[src/gpb_regs.vh]
// register map, field positions and reset values of the port b block
`ifndef GPB_REGS_VH
`define GPB_REGS_VH

// byte offsets on the register bus
`define GPB_ADDR_PINS      5'h00
`define GPB_ADDR_LATCH     5'h04
`define GPB_ADDR_DIR       5'h08
`define GPB_ADDR_INTMAIN   5'h0c
`define GPB_ADDR_INTCTL2   5'h10
`define GPB_ADDR_ANALOG    5'h14

// field positions
`define GPB_BIT_CHANGE_FLAG  0
`define GPB_BIT_PULLUP_N     7

// reset values
`define GPB_RST_DIR      8'hff
`define GPB_RST_LATCH    8'h00
`define GPB_RST_INTCTL2  8'h80
`define GPB_ANALOG_ALL   5'h1f

// axi response codes
`define GPB_RESP_OKAY    2'b00
`define GPB_RESP_SLVERR  2'b10

`endif

[src/gpb_port.v]
// port b gpio block with change detection, pull-ups and pin sharing
`default_nettype none
`include "gpb_regs.vh"

// How it works
// - eight bidirectional pins, each with direction, latch and readable level
// - direction 1 tristates the driver; 0 drives the latch bit
// - latch register is mapped and reads back latch contents, not pins
// - one active-low control bit, bit 7 of control 2, enables all pull-ups
// - pull-up is off on any pin configured as output
// - all pull-ups are off after power-on reset
// - reset default: lower five pins analog reading 0, upper three digital
// - a configuration bit can make the lower five pins digital at reset
// - analog-default bit set gives analog lower pins, cleared gives digital
// - change detection only on upper four pins, outputs excluded
// - input pins compared with read snapshot, mismatches ORed into flag bit 0
// - a persisting mismatch keeps setting the flag against software clears
// - port read or write updates snapshot; register move reads do not
// - change flag drives a wake request out of sleep or idle
// - capture/compare channel on pin 3 when pin-map bit is 0
// - analog selection leaves output path, disables digital input buffer
// - external interrupts 0..2 taken from pins 0..2 when inputs
// - pin 0 as input feeds pwm fault input when enabled by software
// - low-voltage programming makes pin 5 entry input, other functions off
// - programming active: pin 6 serial clock, pin 7 bidirectional data
// - all other functions of pins 6 and 7 off while programming
module gpb_port (
    input  wire        clk_i,
    input  wire        reset_i,
    // axi4-lite slave
    input  wire [4:0]  s_axi_awaddr_i,
    input  wire        s_axi_awvalid_i,
    output reg         s_axi_awready_o,
    input  wire [31:0] s_axi_wdata_i,
    input  wire [3:0]  s_axi_wstrb_i,
    input  wire        s_axi_wvalid_i,
    output reg         s_axi_wready_o,
    output reg  [1:0]  s_axi_bresp_o,
    output reg         s_axi_bvalid_o,
    input  wire        s_axi_bready_i,
    input  wire [4:0]  s_axi_araddr_i,
    input  wire        s_axi_arvalid_i,
    output reg         s_axi_arready_o,
    output reg  [31:0] s_axi_rdata_o,
    output reg  [1:0]  s_axi_rresp_o,
    output reg         s_axi_rvalid_o,
    input  wire        s_axi_rready_i,
    input  wire        move_read_i,
    // configuration straps
    input  wire        analog_default_cfg_i,
    input  wire        capcomp2_pin_map_cfg_i,
    input  wire        low_voltage_prog_cfg_i,
    input  wire        prog_active_i,
    // pins
    input  wire [7:0]  pin_in_i,
    output reg  [7:0]  pin_out_o,
    output reg  [7:0]  pin_oe_n_o,
    output reg  [7:0]  pullup_on_o,
    // peripheral sharing
    input  wire        capture_compare_2_out_i,
    input  wire        pwm_fault_en_i,
    input  wire        prog_data_out_i,
    input  wire        prog_data_oe_i,
    output reg         capture_compare_2_capture_o,
    output reg  [2:0]  ext_irq_o,
    output reg         pwm_fault_input_o,
    output reg         prog_mode_entry_o,
    output reg         prog_serial_clock_o,
    output reg         prog_serial_data_o,
    output reg         port_change_flag_o,
    output reg         wake_o
);

    reg  [7:0] port_b_direction_reg;
    reg  [7:0] port_b_output_latch_reg;
    reg  [7:0] interrupt_control_2_reg;
    reg  [4:0] analog_sel_reg;
    reg        port_change_flag_reg;
    reg  [3:0] snapshot_reg;
    reg        strap_done_reg;
    reg  [4:0] aw_addr_reg;
    reg        aw_have_reg;
    reg [31:0] w_data_reg;
    reg  [3:0] w_strb_reg;
    reg        w_have_reg;

    wire       pullup_enable_n = interrupt_control_2_reg[`GPB_BIT_PULLUP_N];
    wire       pin3_alt        = ~capcomp2_pin_map_cfg_i;
    wire       pin5_prog       = low_voltage_prog_cfg_i;
    wire [7:0] pin_is_output;
    wire [7:0] pin_digital_in;
    wire [3:0] change_mismatch;
    wire       wr_go;
    wire       rd_go;
    wire       wr_pins;
    wire       rd_pins;
    wire       clear_flag;
    wire [7:0] pin_taken;
    // next values of the registered pin outputs
    reg  [7:0] pin_out_next;
    reg  [7:0] pin_oe_n_next;
    reg  [7:0] pullup_next;

    // register map, one aligned word each, only byte lane 0 is used
    //   0x00  pin levels; a write lands in the output latch
    //   0x04  output latch, read back as written
    //   0x08  direction, 1 = input, 0 = driven
    //   0x0c  main control, bit 0 change flag, write 0 to clear
    //   0x10  control 2, bit 7 pull-up enable, active low
    //   0x14  analog select for the lower five pins
    //   other offsets answer with a slave error and read as zero
    // control 2 keeps its other bits as written, they drive nothing here
    // the flag bit is read only apart from the clear; writing 1 does nothing
    // a pin in analog mode still drives when its direction says so
    // limitation: writes without wstrb[0] are answered but change nothing except the snapshot on a pin-word write

    // register address match, used for read and write decode
    function addr_hit;
        input [4:0] a;
        input [4:0] off;
        begin
            // word match; the two byte-select bits are ignored
            addr_hit = (a[4:2] == off[4:2]);
        end
    endfunction

    // pin ownership: programming functions take pins 5 to 7 from the port
    assign pin_taken[4:0] = 5'h00;
    // entry pin leaves the port under low-voltage programming
    assign pin_taken[5]   = pin5_prog;
    // clock and data pins leave the port while programming
    assign pin_taken[6]   = prog_active_i;
    assign pin_taken[7]   = prog_active_i;

    // per-pin direction and input path
    genvar g;
    generate
        for (g = 0; g < 8; g = g + 1) begin : g_pin
            assign pin_is_output[g] = ~port_b_direction_reg[g];
            if (g < 5) begin : g_ana
                assign pin_digital_in[g] = analog_sel_reg[g] ? 1'b0 : pin_in_i[g];
            end else begin : g_dig
                assign pin_digital_in[g] = pin_in_i[g];
            end
        end
        for (g = 0; g < 4; g = g + 1) begin : g_chg
            // pins held by programming are left out as well
            assign change_mismatch[g] = ~pin_is_output[g+4] & ~pin_taken[g+4] &
                                        (pin_digital_in[g+4] != snapshot_reg[g]);
        end
    endgenerate

    assign wr_go   = aw_have_reg & w_have_reg & ~s_axi_bvalid_o;
    assign rd_go   = s_axi_arvalid_i & s_axi_arready_o;
    // move form excluded from snapshot update
    assign wr_pins    = wr_go & addr_hit(aw_addr_reg, `GPB_ADDR_PINS);
    assign rd_pins    = rd_go & addr_hit(s_axi_araddr_i, `GPB_ADDR_PINS) & ~move_read_i;
    // software clears the flag by writing a zero to bit 0
    assign clear_flag = wr_go & addr_hit(aw_addr_reg, `GPB_ADDR_INTMAIN) & w_strb_reg[0] &
                        ~w_data_reg[`GPB_BIT_CHANGE_FLAG];

    // timing: awready and wready fall for the cycle after a transfer and
    // stay low while a write is held or its response waits, so a second
    // write cannot overtake the first; bvalid follows one cycle after both
    // halves are held; rvalid follows one cycle after the read address is
    // taken and arready rises again one cycle after rvalid drops
    // a write to the pin word also lands in the latch and refreshes the
    // snapshot; a pin read through the move form leaves the snapshot alone

    // axi write channel capture and response
    always @(posedge clk_i or posedge reset_i) begin
        if (reset_i) begin
            aw_have_reg     <= 1'b0;
            w_have_reg      <= 1'b0;
            aw_addr_reg     <= 5'h00;
            w_data_reg      <= 32'h0000_0000;
            w_strb_reg      <= 4'h0;
            s_axi_awready_o <= 1'b0;
            s_axi_wready_o  <= 1'b0;
            s_axi_bvalid_o  <= 1'b0;
            s_axi_bresp_o   <= `GPB_RESP_OKAY;
        end else begin
            // accept each half once, never while a response waits
            s_axi_awready_o <= ~aw_have_reg & ~(s_axi_awvalid_i & s_axi_awready_o) & ~s_axi_bvalid_o;
            s_axi_wready_o  <= ~w_have_reg & ~(s_axi_wvalid_i & s_axi_wready_o) & ~s_axi_bvalid_o;
            // hold the address until the data has come too
            if (s_axi_awvalid_i & s_axi_awready_o) begin
                aw_have_reg <= 1'b1;
                aw_addr_reg <= s_axi_awaddr_i;
            end
            // hold data and strobes until the address has come too
            if (s_axi_wvalid_i & s_axi_wready_o) begin
                w_have_reg <= 1'b1;
                w_data_reg <= s_axi_wdata_i;
                w_strb_reg <= s_axi_wstrb_i;
            end
            // both halves held: answer, unmapped words get a slave error
            if (wr_go) begin
                aw_have_reg    <= 1'b0;
                w_have_reg     <= 1'b0;
                s_axi_bvalid_o <= 1'b1;
                s_axi_bresp_o  <= (aw_addr_reg[4:2] <= 3'd5) ? `GPB_RESP_OKAY : `GPB_RESP_SLVERR;
            end else if (s_axi_bvalid_o & s_axi_bready_i) begin
                s_axi_bvalid_o <= 1'b0;
            end
        end
    end

    // axi read channel
    always @(posedge clk_i or posedge reset_i) begin
        if (reset_i) begin
            s_axi_arready_o <= 1'b0;
            s_axi_rvalid_o  <= 1'b0;
            s_axi_rdata_o   <= 32'h0000_0000;
            s_axi_rresp_o   <= `GPB_RESP_OKAY;
        end else begin
            // one read at a time: no new address while data waits
            s_axi_arready_o <= ~s_axi_rvalid_o & ~rd_go;
            if (rd_go) begin
                s_axi_rvalid_o <= 1'b1;
                s_axi_rresp_o  <= `GPB_RESP_OKAY;
                case (s_axi_araddr_i[4:2])
                    // pin level for inputs and outputs
                    3'd0: s_axi_rdata_o <= {24'h000000, pin_digital_in};
                    3'd1: s_axi_rdata_o <= {24'h000000, port_b_output_latch_reg};
                    // direction, control 2 and analog select read as stored
                    3'd2: s_axi_rdata_o <= {24'h000000, port_b_direction_reg};
                    // change flag alone in bit 0
                    3'd3: s_axi_rdata_o <= {31'h00000000, port_change_flag_reg};
                    3'd4: s_axi_rdata_o <= {24'h000000, interrupt_control_2_reg};
                    3'd5: s_axi_rdata_o <= {27'h0000000, analog_sel_reg};
                    default: begin
                        s_axi_rdata_o <= 32'h0000_0000;
                        s_axi_rresp_o <= `GPB_RESP_SLVERR;
                    end
                endcase
            end else if (s_axi_rvalid_o & s_axi_rready_i) begin
                s_axi_rvalid_o <= 1'b0;
            end
        end
    end

    // software-written registers
    always @(posedge clk_i or posedge reset_i) begin
        if (reset_i) begin
            port_b_direction_reg    <= `GPB_RST_DIR;
            port_b_output_latch_reg <= `GPB_RST_LATCH;
            interrupt_control_2_reg <= `GPB_RST_INTCTL2;
            analog_sel_reg          <= `GPB_ANALOG_ALL;
            strap_done_reg          <= 1'b0;
        end else begin
            // first edge after reset loads the strap, writes wait until then;
            // changing the strap later has no effect until the next reset
            strap_done_reg <= 1'b1;
            if (!strap_done_reg) begin
                analog_sel_reg <= analog_default_cfg_i ? `GPB_ANALOG_ALL : 5'h00;
            end else if (wr_go && w_strb_reg[0]) begin
                case (aw_addr_reg[4:2])
                    // port write lands in the latch
                    3'd0: port_b_output_latch_reg <= w_data_reg[7:0];
                    3'd1: port_b_output_latch_reg <= w_data_reg[7:0];
                    3'd2: port_b_direction_reg    <= w_data_reg[7:0];
                    3'd4: interrupt_control_2_reg <= w_data_reg[7:0];
                    // analog select turns digital input buffers off
                    3'd5: analog_sel_reg          <= w_data_reg[4:0];
                    default: port_b_direction_reg <= port_b_direction_reg;
                endcase
            end
        end
    end

    // snapshot and change flag
    always @(posedge clk_i or posedge reset_i) begin
        if (reset_i) begin
            snapshot_reg         <= 4'h0;
            port_change_flag_reg <= 1'b0;
        end else begin
            if (rd_pins | wr_pins) begin
                snapshot_reg <= pin_digital_in[7:4];
            end
            // the snapshot holds the upper pins as last seen by a port access;
            // while a listening pin differs the flag is forced high each cycle,
            // so the handler must touch the port before clearing the flag
            // set wins over clear
            if (|change_mismatch) begin
                port_change_flag_reg <= 1'b1;
            end else if (clear_flag) begin
                port_change_flag_reg <= 1'b0;
            end
        end
    end

    // next pin drive, pull-up and owner overrides
    always @* begin
        // defaults: the port owns every pin, latch onto driven pins
        pin_out_next  = port_b_output_latch_reg;
        pin_oe_n_next = port_b_direction_reg;
        pullup_next   = {8{~pullup_enable_n}} & ~pin_is_output;
        // compare output replaces the latch on pin 3
        if (pin3_alt && pin_is_output[3]) begin
            pin_out_next[3] = capture_compare_2_out_i;
        end
        if (pin5_prog) begin
            pin_oe_n_next[5] = 1'b1;
            pullup_next[5]   = 1'b0;
        end
        // clock pin listens, data pin follows the programmer
        if (prog_active_i) begin
            pin_oe_n_next[6] = 1'b1;
            pullup_next[6]   = 1'b0;
            pin_out_next[7]  = prog_data_out_i;
            pin_oe_n_next[7] = ~prog_data_oe_i;
            pullup_next[7]   = 1'b0;
        end
    end

    // pin drive, pull-ups and shared functions
    // shared-function inputs read the raw pin, not the analog-gated level
    always @(posedge clk_i or posedge reset_i) begin
        if (reset_i) begin
            pin_out_o           <= 8'h00;
            pin_oe_n_o          <= 8'hff;
            pullup_on_o         <= 8'h00;
            capture_compare_2_capture_o      <= 1'b0;
            ext_irq_o           <= 3'b000;
            pwm_fault_input_o   <= 1'b0;
            prog_mode_entry_o   <= 1'b0;
            prog_serial_clock_o <= 1'b0;
            prog_serial_data_o  <= 1'b0;
            port_change_flag_o  <= 1'b0;
            wake_o              <= 1'b0;
        end else begin
            // registered copies of the next pin state
            pin_out_o   <= pin_out_next;
            pin_oe_n_o  <= pin_oe_n_next;
            pullup_on_o <= pullup_next;
            // capture input from pin 3 while it listens
            capture_compare_2_capture_o <= pin3_alt & ~pin_is_output[3] & pin_in_i[3];
            ext_irq_o <= pin_in_i[2:0] & ~pin_is_output[2:0];
            pwm_fault_input_o <= pwm_fault_en_i & ~pin_is_output[0] & pin_in_i[0];
            prog_mode_entry_o <= pin5_prog & pin_in_i[5];
            // programming takes pins 6 and 7
            prog_serial_clock_o <= prog_active_i & pin_in_i[6];
            prog_serial_data_o  <= prog_active_i & pin_in_i[7];
            port_change_flag_o <= port_change_flag_reg;
            // wake from sleep and idle; a level, the power control
            // decides which mode it ends
            wake_o <= port_change_flag_reg;
        end
    end

endmodule // gpb_port
`default_nettype wire

[config.mk]
export PLATFORM = sky130hd
export DESIGN_NAME = gpb_port
export DESIGN_NICKNAME = d
export VERILOG_FILES = /design/src/gpb_port.v
export VERILOG_INCLUDE_DIRS = /design/src
export SDC_FILE = /design/constraint.sdc
export NUM_CORES = 1
export LEC_CHECK = 0
export ABC_AREA = 1
export ABC_CLOCK_PERIOD_IN_PS = 3200
export BUFFER_PORTS_ARGS = -buffer_cell sky130_fd_sc_hd__buf_4
export CORE_MARGIN = 10
export CORE_UTILIZATION = 35
export CTS_CLUSTER_DIAMETER = 150
export DETAILED_ROUTE_END_ITERATION = 7
export PLACE_DENSITY = 0.57
export SLEW_MARGIN = 20
export SYNTH_ARGS = -nofsm -noshare
export SYNTH_HDL_FRONTEND = slang
export SYNTH_SLANG_ARGS = --single-unit
[constraint.sdc]
create_clock -name clk_i -period 3.2 [get_ports clk_i]
set_input_delay 0.48 -clock clk_i [delete_from_list [all_inputs] [get_ports clk_i]]
set_output_delay 0.48 -clock clk_i [all_outputs]
set_load 0.01 [all_outputs]
==> results.yml <==
outcome:
  outcome: "complete, no violations"
timing:
  fmax_ghz: 0.609
  setup_total_negative_slack_ps: 0
  final.setup_skew_ps: 10.8
  hold_violations: 0
  rsz0062_at_grt: "no"
  period_share_pct: 51.3
  slew_violations: 0
  setup_viol_count_final: 0
  minimum_clock_period_after_layout_ps: 1640
synth:
  synth-main-ff-cell: "sky130_fd_sc_hd__dfrtp_1"
  synthDominantCellAreaShare_pct: 43.4
  synth.cell_area_um2: 4320
  synth_sequential_area_ratio_pct: 56.8
  yosysTopAreaCell: "sky130_fd_sc_hd__dfrtp_1"
  syn_inst: 470
  synth_edf_count: 0
  synth_area_per_cell_um2: 9.20
  number_of_storage_elements_in_the_synthesis_netlist: 97
  post_synth_main_area_contributors: "sky130_fd_sc_hd__dfrtp_1, sky130_fd_sc_hd__dfstp_2, sky130_fd_sc_hd__nand2_1"
  post_synth_num_cell_types: 28
  async_reset_ff_share_pct: 100
  synth.yosys.warnings: 0
min_path:
  hold_path_class: "primary input to asynchronous set/reset pin"
detailed_routing:
  detailedRoute.firstIterationViolations: 146
  route.vias.total: 3132
  wire_per_inst_um: 13.5
  routed_wl_um: 9850
  number_of_nets_still_failing_antenna_checks_after_routing: 0
  ratio_of_routed_vias_to_standard_cells: 4.30
  drtPass1Iterations: 4
  detail_route.drc_violations: 0
layout:
  multiInputGateArea_um2: 1480
  n_antenna_cell: 0
  area_growth_pct: 24.0
  seqCellArea_um2: 2450
  post-route-util_pct: 44.5
  layout.filler_cells: 1205
  layout.nets: 625
  layout-drive-gt1-share_pct: 30.5
critical_path:
  critical_path.max_fanout: 11
  worst_setup_path_start_kind: "flop"
  timing.critical_path.slowest_cell_delay_ps: 380
  timing.critical_path.to_type: "flop"
  critical_path.cell_chain: "nand2_1 -> clkinv_1 -> nand3_1 -> o21ai_4 -> nand2_1 -> o21ai_1"
  crit_required_ps: 3410
  timing.setup.critical_path_class: "flop to flop"
  critical_path_buf_inv_count: 1
  cp_top_family: "simple AND/OR/NAND/NOR gates"
  cp_data_arrival_time_ps: 1850
  timing.critical_path.slowest_stage_cell: "sky130_fd_sc_hd__clkinv_1"
  cell_mode_on_critical_path: "sky130_fd_sc_hd__nand2_1"
floorplanning:
  start_util_pct: 35.9
  pin_count: 145
  die_width_um: 131
  placeableCoreArea_um2: 12100
  dieArea_um2: 17200
  std_cell_rows: 40
  vertical_extent_of_the_die_um: 131
place:
  post-dp-hpwl_um: 7550
  place_congestion: 0.806
  port_buffers: 87
global_routing:
  grt.total_usage_pct: 11.3
  grt_overflow_total: 0
  grtUsageMet3_pct: 3.51
  gr-max-usage-layer: "met2"
  globalRouteMet2Util_pct: 16.9
  largest_net_degree_at_the_start_of_global_routing: 98
  antenna_violations_before_repair: 0
  first_global_vias: 3185
  global_route.usage.met1_pct: 15.1
  first_pass_grt_wire_length_um: 16200
cts:
  cts_repair_resize_count: 0
  clkTransAtPathRegs_ps: 60
  cts_inserted_buffers: 9
  cts.sink_count: 97
  cts_hold_buf: 0
  clock_tree.htree_level_count: 3
  clock_path_buffers: 2
  tritoncts: "done"
  clock_insertion_delay_worst_skew_ps: 340
  cts_post_setup_buffers_inserted: 0
  clock_tree_root: "sky130_fd_sc_hd__clkbuf_16"
run:
  max_cap_viol_count: 0
power_and_ir_drop:
  total_leakage_power_nw: 2.74
  ir_drop_mv: 0.262
  cellPowerDensity_nw_per_um2: 786
## cells in the mapped netlist (3+ instances only)
master and n:
sky130_fd_sc_hd__nand2_1 119, sky130_fd_sc_hd__dfrtp_1 75, sky130_fd_sc_hd__inv_1 48, sky130_fd_sc_hd__nor2_1 45, sky130_fd_sc_hd__buf_4 29, sky130_fd_sc_hd__o21ai_2 24, sky130_fd_sc_hd__dfstp_2 22, sky130_fd_sc_hd__o21ai_0 19
sky130_fd_sc_hd__nand3_1 18, sky130_fd_sc_hd__o21ai_1 11, sky130_fd_sc_hd__a21oi_1 9, sky130_fd_sc_hd__nand4_1 9, sky130_fd_sc_hd__nand2_2 7, sky130_fd_sc_hd__inv_2 6, sky130_fd_sc_hd__nor3_1 5, sky130_fd_sc_hd__clkbuf_1 4
sky130_fd_sc_hd__buf_2 3, sky130_fd_sc_hd__buf_6 3
## kinds of logic after synthesis
family          share of synthesized area (%)
simple gates                             21.8
other cells                             0.174
buf+inv                                  11.3
compound gates                           9.92
flops                                    56.8
## metal layers
metal / vias up / share of wire [%]
met1: 1427 / 49
li1: 1595 / -
met3: 12 / 5.1
met4: 0 / 1.5
met5: - / 0
met2: 98 / 44
## worst paths after layout
check / to / start / cells after the start / slack [ps]
max in group asynchronous: pin_oe_n_o[6] / reset_i / 3 / 2560
min: pullup_on_o[1] / reset_i / 3 / 270
min reg2reg: pin_oe_n_o[2] / port_b_direction_reg[2] / 0 / 390
max reg2reg: snapshot_reg[0] / s_axi_arready_o / 6 / 1560
max: snapshot_reg[0] / s_axi_arready_o / 6 / 1560
min in group clk_i: capture_compare_2_capture_o / capcomp2_pin_map_cfg_i / 2 / 300
## layout by cell type (no fill, tap or decap), types with 11 or more instances in the layout
cell type	count
sky130_fd_sc_hd__buf_4	87
sky130_fd_sc_hd__conb_1	27
sky130_fd_sc_hd__dfrtp_1	75
sky130_fd_sc_hd__dfstp_2	22
sky130_fd_sc_hd__inv_1	47
sky130_fd_sc_hd__nand2_1	119
sky130_fd_sc_hd__nand3_1	18
sky130_fd_sc_hd__nor2_1	45
sky130_fd_sc_hd__o21ai_0	19
sky130_fd_sc_hd__o21ai_1	11
sky130_fd_sc_hd__o21ai_2	24
## worst reg2reg max path, cell delays in order, from the launching register on
cell and delay (ps):
sky130_fd_sc_hd__dfrtp_1 370, sky130_fd_sc_hd__nand2_1 300, sky130_fd_sc_hd__clkinv_1 390, sky130_fd_sc_hd__nand3_1 230, sky130_fd_sc_hd__o21ai_4 100, sky130_fd_sc_hd__nand2_1 70
sky130_fd_sc_hd__o21ai_1 60
## power by group
group          switching, mW  internal [mW]
combinational          0.651          0.447
clock                  0.427          0.786
sequential             0.266           1.64
total                   1.34           2.87
## final cells by class
class                           instances  area share (%)
Tap cell                              168            3.92
Multi-Input combinational cell        304            27.5
Sequential cell                        97            45.8
Clock inverter                          3            1.68
Timing Repair Buffer                   88            12.6
Clock buffer                           13            4.67
Inverter                               55            3.90
## per-stage QoR
| stage | setup slack (ps) | hold WS [ps] | area [um^2] | power [mW] | instances |
|---|---|---|---|---|---|
| CTS | 1540 | 283 | 5360 | 4.28 | 728 |
| global route | 1420 | 285 | 5360 | 4.50 | 728 |
| detailed placement | 1320 | 381 | 5020 | 3.05 | 712 |
| finish | 1560 | 267 | 5360 | 4.22 | 728 |
| global placement | 1360 | 380 | 5020 | 3.00 | 712 |
| floorplan | 223 | 367 | 4420 | 2.59 | 495 |
No activity file was read; power rests on OpenSTA's default activity.
